File: config.mk
export PLATFORM = sky130hd
export DESIGN_NAME = lbs_sequencer
export DESIGN_NICKNAME = d
export VERILOG_FILES = /design/src/common/lbs_pkg.sv /design/src/rtl/lbs_sequencer.sv /design/src/rtl/lbs_sync.sv /design/src/rtl/lbs_interval.sv
export SDC_FILE = /design/constraint.sdc
export NUM_CORES = 1
export LEC_CHECK = 0
export ABC_AREA = 1
export BUFFER_PORTS_ARGS = -buffer_cell sky130_fd_sc_hd__clkbuf_2
export CAP_MARGIN = 15
export CORE_MARGIN = 5
export CORE_UTILIZATION = 45
export DETAILED_ROUTE_END_ITERATION = 8
export GPL_TIMING_DRIVEN = 0
export SYNTH_ARGS = -nofsm -noshare
export SYNTH_HDL_FRONTEND = slang
export SYNTH_HIERARCHICAL = 1
export SYNTH_SLANG_ARGS = --single-unit
File: constraint.sdc
create_clock -name clk_i -period 3.1 [get_ports clk_i]
set_input_delay 0.31 -clock clk_i [delete_from_list [all_inputs] [get_ports clk_i]]
set_output_delay 0.31 -clock clk_i [all_outputs]
set_load 0.005 [all_outputs]
File: src/common/lbs_pkg.sv
// constants, register map and carrier types of the lcd bias startup sequencer
package lbs_pkg;
  // clock and counter widths
  localparam int unsigned CLK_HZ = 50000000;
  localparam int unsigned CLK_MHZ = CLK_HZ / 1000000;
  localparam int CNT_W = 20;
  localparam int ILIM_W = 8;
  localparam logic [ILIM_W-1:0] ILIM_MAX = 8'hFF;
  // boost switching clock
  localparam int unsigned PWM_HZ = 750000;
  localparam logic [6:0] PWM_CYC = 7'(CLK_HZ / PWM_HZ);
  localparam logic [6:0] PWM_HIGH = 7'(CLK_HZ / PWM_HZ / 2);
  // boost short timer
  localparam int unsigned SHORT_TIME_US = 1400;
  localparam int unsigned SHORT_CYC = SHORT_TIME_US * CLK_MHZ;
  // reset values of the delay and soft-start registers
  localparam int unsigned BOOST_DLY_US = 2500;
  localparam int unsigned POS_DLY_US = 2500;
  localparam int unsigned SS_TIME_US = 900;
  localparam logic [CNT_W-1:0] BOOST_DLY_RST = CNT_W'(BOOST_DLY_US * CLK_MHZ);
  localparam logic [CNT_W-1:0] POS_DLY_RST = CNT_W'(POS_DLY_US * CLK_MHZ);
  localparam logic [CNT_W-1:0] SS_STEP_RST = CNT_W'(SS_TIME_US * CLK_MHZ / 255);
  // register byte offsets
  localparam logic [7:0] REG_BOOST_DLY = 8'h00;
  localparam logic [7:0] REG_POS_DLY = 8'h04;
  localparam logic [7:0] REG_SS_STEP = 8'h08;
  localparam logic [7:0] REG_STATUS = 8'h0C;
  // sequencer states
  typedef enum logic [1:0] {
    ST_OFF = 2'b00,
    ST_DELAY = 2'b01,
    ST_RUN = 2'b10,
    ST_LATCH = 2'b11
  } lbs_state_t;
  // comparator and pin levels from outside the clock domain
  typedef struct packed {
    logic buck_enable_in;
    logic bias_enable_in;
    logic uvlo;
    logic buck_short;
    logic boost_fb_low;
    logic pump_fb_low;
    logic boost_in_reg;
    logic pos_gate_in_reg;
    logic overvoltage_sense;
    logic boost_fb_over;
    logic stress_test_select;
    logic power_good_pin;
    logic stress_pin;
  } lbs_sense_t;
  // rail enables
  typedef struct packed {
    logic buck;
    logic negative_gate_rail;
    logic shunt;
    logic boost_output_rail;
    logic positive_gate_rail;
  } lbs_rails_t;
endpackage

File: src/rtl/lbs_sequencer.sv
// lcd bias supply startup sequencer with wishbone registers
// Notes on behaviour
// - buck rail follows buck enable and undervoltage lockout only, whatever bias enable does.
// - bias enable turns both negative rails on in the same cycle.
// - boost rail starts after the first delay; positive gate rail uses the second.
// - positive gate rail never starts before the first delay has run out.
// - delays end at their threshold count; zero count means zero delay.
// - power good released only when boost and positive gate rails regulate.
// - power good is open drain, driven low or released, never high.
// - released power good stays latched until a rail short is seen or the sequencer leaves run.
// - isolation gate drive goes low once boost enabled and first delay passed.
// - isolation gate drive returns high whenever the sequencer leaves run, not when a gate rail short stops boost.
// - boost feedback low beyond the short time latches boost off, gate high.
// - short latch-off holds until an enable toggles or undervoltage occurs.
// - stress-test select high pulls the stress resistor pin to ground.
// - overvoltage sense stops boost switching.
// - boost feedback over-level stops boost switching.
// - switching resumes by itself once the overvoltage clears.
// - boost switching clock is a fixed 750 kHz pulse train.
// - boost current limit ramps up until regulation or maximum.
// - positive gate rail short disables boost, except after the rail passed threshold and before it regulated.
// - buck short shuts all other rails as if bias were off, then restarts; in short latch-off the sequencer stays latched; only negative rails return.
// - undervoltage lockout holds all rails off and the isolation gate drive high.
//
// Implementation choices: the Wishbone slave port and the placing of the registers.
`timescale 1ns/1ps
module lbs_sequencer #(
  parameter int unsigned SHORT_CYC = lbs_pkg::SHORT_CYC
) (
  // clock and reset
  input wire logic clk_i,
  input wire logic rst_i,
  // wishbone slave
  input wire logic wb_cyc_i,
  input wire logic wb_stb_i,
  input wire logic wb_we_i,
  input wire logic [7:0] wb_adr_i,
  input wire logic [3:0] wb_sel_i,
  input wire logic [31:0] wb_dat_i,
  output logic [31:0] wb_dat_o,
  output logic wb_ack_o,
  // comparator and pin inputs
  input wire lbs_pkg::lbs_sense_t sense_i,
  // rail enables and converter drive
  output lbs_pkg::lbs_rails_t rails_o,
  output logic boost_switch_o,
  output logic [lbs_pkg::ILIM_W-1:0] current_limit_o,
  output logic isolation_gate_drive_o,
  // open-drain pins
  output logic power_good_out_o,
  output logic power_good_out_oe_n_o,
  output logic stress_resistor_switch_o,
  output logic stress_resistor_switch_oe_n_o
);
  // byte-lane merge for register writes
  function automatic logic [lbs_pkg::CNT_W-1:0] lane_merge(
    input logic [lbs_pkg::CNT_W-1:0] old_v,
    input logic [31:0] wr_v,
    input logic [3:0] sel_v
  );
    logic [31:0] r;
    r = {12'h000, old_v};
    for (int i = 0; i < 4; i++)
    begin
      if (sel_v[i])
        r[8*i +: 8] = wr_v[8*i +: 8];
    end
    return r[lbs_pkg::CNT_W-1:0];
  endfunction

  lbs_pkg::lbs_sense_t s;
  lbs_pkg::lbs_state_t state;
  lbs_pkg::lbs_state_t next_state;
  lbs_pkg::lbs_rails_t next_rails;
  logic [lbs_pkg::CNT_W-1:0] boost_delay;
  logic [lbs_pkg::CNT_W-1:0] pos_gate_delay;
  logic [lbs_pkg::CNT_W-1:0] ss_step;
  logic [lbs_pkg::CNT_W-1:0] ss_count;
  logic [6:0] pwm_count;
  logic bias_ok;
  logic seq_run;
  logic boost_wait_done;
  logic gate_wait_done;
  logic short_done;
  logic pos_en;
  logic pump_passed;
  logic pump_armed;
  logic pump_block;
  logic boost_on;
  logic good_latched;
  logic ss_done;
  logic wb_req;
  logic [31:0] status_word;
  logic [31:0] read_word;

  // pin levels cross into the clock domain
  lbs_sync #(
    .W($bits(lbs_pkg::lbs_sense_t))
  ) u_sync (
    .clk_i(clk_i),
    .rst_i(rst_i),
    .d_i(sense_i),
    .q_o(s)
  );

  // bias rails may run: enable high, no lockout, no buck short
  // buck short acts as bias off
  assign bias_ok = s.bias_enable_in && !s.uvlo && !s.buck_short;

  // startup sequence
  always_comb
  begin
    next_state = state;
    case (state)
      lbs_pkg::ST_OFF:
        if (bias_ok)
          next_state = lbs_pkg::ST_DELAY;
      lbs_pkg::ST_DELAY:
        if (!bias_ok)
          next_state = lbs_pkg::ST_OFF;
        else if (boost_wait_done)
          next_state = lbs_pkg::ST_RUN;
      lbs_pkg::ST_RUN:
        if (!bias_ok)
          next_state = lbs_pkg::ST_OFF;
        else if (short_done)
          next_state = lbs_pkg::ST_LATCH;
      // leave only on enable or lockout
      lbs_pkg::ST_LATCH:
        if (!s.bias_enable_in || !s.buck_enable_in || s.uvlo)
          next_state = lbs_pkg::ST_OFF;
      default:
        next_state = lbs_pkg::ST_OFF;
    endcase
  end

  // state register
  // reset clears sequencing
  always_ff @(posedge clk_i)
  begin
    if (rst_i)
      state <= lbs_pkg::ST_OFF;
    else
      state <= next_state;
  end

  // both delays time from bias enable
  assign seq_run = (state == lbs_pkg::ST_DELAY) || (state == lbs_pkg::ST_RUN);

  lbs_interval u_boost_wait (
    .clk_i(clk_i),
    .rst_i(rst_i),
    .run_i(seq_run),
    .limit_i(boost_delay),
    .done_o(boost_wait_done)
  );

  lbs_interval u_gate_wait (
    .clk_i(clk_i),
    .rst_i(rst_i),
    .run_i(seq_run),
    .limit_i(pos_gate_delay),
    .done_o(gate_wait_done)
  );

  lbs_interval u_short (
    .clk_i(clk_i),
    .rst_i(rst_i),
    .run_i(boost_on && s.boost_fb_low),
    .limit_i(lbs_pkg::CNT_W'(SHORT_CYC)),
    .done_o(short_done)
  );

  // gate rail only in run, after second delay
  assign pos_en = (state == lbs_pkg::ST_RUN) && gate_wait_done;

  // positive gate rail short tracking
  always_ff @(posedge clk_i)
  begin
    if (rst_i || !seq_run)
    begin
      pump_passed <= 1'b0;
      pump_armed <= 1'b0;
    end
    else
    begin
      if (pos_en && !s.pump_fb_low)
        pump_passed <= 1'b1;
      if (pos_en && s.pos_gate_in_reg)
        pump_armed <= 1'b1;
    end
  end

  // short blocks boost unless rail passed threshold before good
  assign pump_block = pos_en && s.pump_fb_low && (pump_armed || !pump_passed);
  assign boost_on = (state == lbs_pkg::ST_RUN) && !pump_block;

  // rail enables
  always_comb
  begin
    next_rails.buck = s.buck_enable_in && !s.uvlo;
    next_rails.negative_gate_rail = (state != lbs_pkg::ST_OFF) && bias_ok;
    next_rails.shunt = (state != lbs_pkg::ST_OFF) && bias_ok;
    next_rails.boost_output_rail = boost_on;
    next_rails.positive_gate_rail = pos_en;
  end

  always_ff @(posedge clk_i)
  begin
    if (rst_i)
      rails_o <= '0;
    else
      rails_o <= next_rails;
  end

  // isolation switch gate drive
  always_ff @(posedge clk_i)
  begin
    if (rst_i)
      isolation_gate_drive_o <= 1'b1;
    // low once boost enabled past first delay
    else if (state == lbs_pkg::ST_RUN)
      isolation_gate_drive_o <= 1'b0;
    else
      isolation_gate_drive_o <= 1'b1;
  end

  // power good latch, short clears it
  always_ff @(posedge clk_i)
  begin
    if (rst_i || state != lbs_pkg::ST_RUN)
      good_latched <= 1'b0;
    else if (short_done || (pump_armed && s.pump_fb_low))
      good_latched <= 1'b0;
    else if (pos_en && s.boost_in_reg && s.pos_gate_in_reg)
      good_latched <= 1'b1;
  end

  assign power_good_out_o = 1'b0;
  assign power_good_out_oe_n_o = good_latched;

  // stress resistor pin
  // ground while select high
  always_ff @(posedge clk_i)
  begin
    if (rst_i)
      stress_resistor_switch_oe_n_o <= 1'b1;
    else
      stress_resistor_switch_oe_n_o <= !s.stress_test_select;
  end
  assign stress_resistor_switch_o = 1'b0;

  always_ff @(posedge clk_i)
  begin
    if (rst_i || pwm_count == lbs_pkg::PWM_CYC - 7'h01)
      pwm_count <= 7'h00;
    else
      pwm_count <= pwm_count + 7'h01;
  end

  // boost switching clock
  always_ff @(posedge clk_i)
  begin
    if (rst_i)
      boost_switch_o <= 1'b0;
    else
      boost_switch_o <= boost_on && !s.overvoltage_sense && !s.boost_fb_over
                        && (pwm_count < lbs_pkg::PWM_HIGH);
  end

  // soft-start current limit ramp
  // ramp until regulation or maximum
  always_ff @(posedge clk_i)
  begin
    if (rst_i || !boost_on)
    begin
      current_limit_o <= '0;
      ss_count <= '0;
      ss_done <= 1'b0;
    end
    else if (s.boost_in_reg || current_limit_o == lbs_pkg::ILIM_MAX)
      ss_done <= 1'b1;
    else if (!ss_done)
    begin
      if (ss_count >= ss_step)
      begin
        ss_count <= '0;
        current_limit_o <= current_limit_o + 1'b1;
      end
      else
        ss_count <= ss_count + 1'b1;
    end
  end

  // wishbone request not yet answered
  assign wb_req = wb_cyc_i && wb_stb_i && !wb_ack_o;

  // acknowledge one cycle after the request
  always_ff @(posedge clk_i)
  begin
    if (rst_i)
      wb_ack_o <= 1'b0;
    else
      wb_ack_o <= wb_req;
  end

  // writable timing registers
  always_ff @(posedge clk_i)
  begin
    if (rst_i)
    begin
      boost_delay <= lbs_pkg::BOOST_DLY_RST;
      pos_gate_delay <= lbs_pkg::POS_DLY_RST;
      ss_step <= lbs_pkg::SS_STEP_RST;
    end
    else if (wb_req && wb_we_i)
    begin
      case (wb_adr_i)
        lbs_pkg::REG_BOOST_DLY:
          boost_delay <= lane_merge(boost_delay, wb_dat_i, wb_sel_i);
        lbs_pkg::REG_POS_DLY:
          pos_gate_delay <= lane_merge(pos_gate_delay, wb_dat_i, wb_sel_i);
        lbs_pkg::REG_SS_STEP:
          ss_step <= lane_merge(ss_step, wb_dat_i, wb_sel_i);
        default:
          ss_step <= ss_step;
      endcase
    end
  end

  // status word of block state
  assign status_word = {
    3'h0,
    s,
    current_limit_o,
    pump_armed,
    boost_switch_o,
    isolation_gate_drive_o,
    rails_o.positive_gate_rail,
    rails_o.boost_output_rail,
    good_latched,
    state
  };

  // read decode, unmapped reads zero
  always_comb
  begin
    case (wb_adr_i)
      lbs_pkg::REG_BOOST_DLY:
        read_word = {12'h000, boost_delay};
      lbs_pkg::REG_POS_DLY:
        read_word = {12'h000, pos_gate_delay};
      lbs_pkg::REG_SS_STEP:
        read_word = {12'h000, ss_step};
      lbs_pkg::REG_STATUS:
        read_word = status_word;
      default:
        read_word = 32'h0000_0000;
    endcase
  end

  // read data held from the request edge
  always_ff @(posedge clk_i)
  begin
    if (rst_i)
      wb_dat_o <= 32'h0000_0000;
    else if (wb_req && !wb_we_i)
      wb_dat_o <= read_word;
  end
endmodule

File: src/rtl/lbs_sync.sv
// two flip-flop synchroniser for a bank of asynchronous levels
`timescale 1ns/1ps
module lbs_sync #(
  parameter int W = 1
) (
  // clock and reset
  input wire logic clk_i,
  input wire logic rst_i,
  // levels
  input wire logic [W-1:0] d_i,
  output logic [W-1:0] q_o
);
  logic [W-1:0] meta;

  // first stage feeds only the second
  always_ff @(posedge clk_i)
  begin
    if (rst_i)
    begin
      meta <= '0;
      q_o <= '0;
    end
    else
    begin
      meta <= d_i;
      q_o <= meta;
    end
  end
endmodule

File: src/rtl/lbs_interval.sv
// saturating interval counter, done once limit cycles have run
`timescale 1ns/1ps
module lbs_interval (
  // clock and reset
  input wire logic clk_i,
  input wire logic rst_i,
  // control
  input wire logic run_i,
  input wire logic [lbs_pkg::CNT_W-1:0] limit_i,
  output logic done_o
);
  logic [lbs_pkg::CNT_W-1:0] count;

  // counts while run is high, clears when it drops
  always_ff @(posedge clk_i)
  begin
    if (rst_i || !run_i)
      count <= '0;
    else if (count < limit_i)
      count <= count + 1'b1;
  end

  // a zero limit is done at once
  assign done_o = run_i && (count >= limit_i);
endmodule

==> qor.yml <==
htree_levels: 1
ys_seq_area_share_pct: 34.1
end_kind: "flop"
critPathKind: "reg2reg"
track_usage_pct: 22.6
drt_first_pass_iters: 7
synth-xor-area-share_pct: 3.33
crit_arrival_ns: 3.36
place_area_mm2: 0.0142
setup_viol: 0
synth-async-reset-ratio_pct: 0
io_pins: 114
hp-class: "in2reg"
max_slew_margin_pct: 38.1
vias: 12500
synth_top_area_cell: "dfxtp_1"
die_x_um: 181
max_freq_ghz: 0.345
ys.flop_type: "dfxtp_1"
outcome: "finished, final reports clean"
synth_top_family_by_area: "simple AND/OR/NAND/NOR gates"
via_per_inst: 5.06
netlist_top_cells_count: "nand2_1 (481), inv_1 (230), dfxtp_1 (224)"
grt_pass1_wl_mm: 61.0
grt_max_degree: 16
drt_iter0_drc: 968
routedWlPerCell_um: 15.4
post-route-min-period_ns: 2.90
final_util_pct: 53.4
power_w: 0.00699
fin_skew_ns: 0.0243
timing.rr.start: "u_gate_wait/count[11]$_SDFFE_PP0N_"
required_ns: 3.56
numCtsBuffers: 28
synthesis.area_mm2: 0.0131
drt_wl_total_mm: 38.1
synth_compound_area_share_pct: 10.7
die-area_mm2: 0.0327
rows: 62
overflow: 0
synth-simple-area-share_pct: 32.8
finalHoldViolations: 0
yosysMostFrequentCell: "nand2_1"
slew_viol_final: 0
muxShareOfSynthArea_pct: 0
p_leak_nw: 6.70
antenna_cells: 0
cts_tree: "yes"
initial_core_util_pct: 45.7
yosys.area.top_type_share_pct: 34.1
clk_pin_slew_ns: 0.06
crit_fanout: 10
n_fill_cell: 2837
maxCapViolCount: 0
root_buffer: "clkbuf_16"
yosysWarningCount: 6
finish.instance_area_mm2: 0.0154
syn_avg_cell_area_um2: 6.92
synth_edf_count: 0
die_h_um: 181
dpl.hpwl_mm: 29.7
grt_pass1_vias: 11600
io_buffers: 95
globalplace.congestion: 0.892
coreArea_mm2: 0.0288
synthAdderAreaFrac_pct: 8.67
min_from: "wb_dat_i[13]"
clock_sinks: 224
ys_ff_latch: 224
ir_drop_uv: 368
synth.area.top_cells: "dfxtp_1 (34%), nand2_1 (14%), ha_1 (8.7%)"
crit_path_start_kind: "flop"
p_per_area_mw_per_mm2: 454
grt_antenna_before_repair: 0
dp_slack_ns: -0.360
clk_latency_ns: 0.57
fin_ws_ns: 0.200
finalCritPeriodShare_pct: 93.6
cp-startpoint: "u_gate_wait/count[11]$_SDFFE_PP0N_"
drive_above_1_share_pct: 14.7
drc: 0
dp_cells: 2401
syn_inst: 1899
ys_types: 49
final_cell_count_no_fill: 2476
synthToLayoutAreaGrowth_pct: 17.1
worst_pin_slew_ns: 0.928
clk_path_buf_depth: 3
final_antenna_net_count: 0
nNetsFinal: 2223
[critical path: stages (launching register included)]
cell and delay (ns):
dfxtp_1 0.46, ha_1 0.30, a21o_1 0.16, nor2_1 0.10, nand2_1 0.11, nand2_2 0.10
nand3_4 0.13, buf_6 0.18, o21ai_2 0.14, inv_1 0.09, nand3_1 0.08, nand2_1 0.08
nor2_2 0.19, o21ai_1 0.10, inv_1 0.09, inv_1 0.05, a21oi_2 0.18, o21ai_0 0.10
o21a_1 0.15
[through the flow]
| stage | hold slack, ns | setup TNS, ns |
|---|---|---|
| after detailed placement | 0.396 | -3.93 |
| after floorplan | 0.367 | 0 |
| final | 0.0418 | 0 |
| after global routing | 0.0365 | -0.00631 |
| after CTS | 0.0246 | 0 |
| after global placement | 0.391 | -3.56 |
[power breakdown]
part           leakage, nW  switching [W]  internal (W)
Clock                0.459        0.00131       0.00200
Combinational         4.42       0.000441      0.000205
Sequential            1.82      0.0000848       0.00294
[final cells by class]
| class | instances | area (µm²) | share of cell area [%] |
|---|---|---|---|
| buffer | 63 | 435 | 2.83 |
| clock buffer | 42 | 823 | 5.35 |
| clock inverter | 10 | 133 | 0.862 |
| inverter | 247 | 930 | 6.04 |
| multi-input combinational | 1388 | 7400 | 48.1 |
| sequential | 224 | 4490 | 29.2 |
| tap | 384 | 480 | 3.12 |
| timing repair buffer | 118 | 688 | 4.47 |
[cells by family after synthesis]
kind of cell | after synthesis
xor gates and xnor gates | 50
AOI/OAI and AO/OA | 259
DFF | 224
and+or+nand+nor | 963
other | 2
buffers and inverters | 310
adders and majority gates | 91
[final timing paths]
kind                                                endpoint  slack, ns  cells after the start
worst max-delay path                   state[1]$_SDFFE_PP0P_       0.20                     18
worst min-delay path            boost_delay[13]$_SDFFE_PP1P_       0.04                      3
worst max register to register         state[1]$_SDFFE_PP0P_       0.20                     18
worst min register to register     u_sync/q_o[12]$_SDFF_PP0_       0.40                      2
[metal layers]
metal	vias up	wire length, µm	GRT usage, %
met3	57	2890	3.64
li1	6407	-	-
met1	5666	17600	32.0
met4	0	776	5.14
met5	-	0	0
met2	394	16900	36.3
[what timing repair did]
item / 4_1_cts / 5_1_grt
endpoints found under the hold margin: 16 / 0
pin swaps: 0 / 4
resized for setup: 5 / 12
buffers inserted: 1 / 6
hold buffers: 16 / 0
setup endpoints to repair: 20 / 37
[registers in the layout (all words and copies together), names as in the netlist, 2 cells and up]
name and cells:
wb_dat_o 29, boost_delay 20, pos_gate_delay 20, ss_count 20
ss_step 20, u_boost_wait/count 20, u_gate_wait/count 20, u_short/count 20
u_sync/meta 13, u_sync/q_o 13, current_limit_o 8, pwm_count 7
rails_o 4, state 2
[placed cells by master (no fill, tap or decap), types with 4 or more instances in the layout]
| master | n |
|---|---|
| nand2_1 | 479 |
| inv_1 | 230 |
| dfxtp_1 | 218 |
| nor2_1 | 206 |
| a21oi_1 | 146 |
| nand3_1 | 138 |
| clkbuf_2 | 95 |
| ha_1 | 91 |
| o21ai_1 | 48 |
| nand4_1 | 45 |
| o21ai_0 | 33 |
| nor2_2 | 31 |
| xor2_1 | 31 |
| clkbuf_16 | 28 |
| conb_1 | 25 |
| buf_4 | 23 |
| clkbuf_1 | 20 |
| xnor2_1 | 19 |
| nand2_2 | 18 |
| buf_2 | 17 |
| dlygate4sd3_1 | 16 |
| inv_2 | 13 |
| buf_6 | 13 |
| nor2_4 | 12 |
| a21oi_2 | 11 |
| nor3_1 | 8 |
| clkbuf_8 | 7 |
| clkinv_2 | 6 |
| nand3b_1 | 6 |
| dfxtp_2 | 6 |
| a21o_1 | 4 |
| nand3_2 | 4 |
No activity file was read; power rests on OpenSTA's default activity.
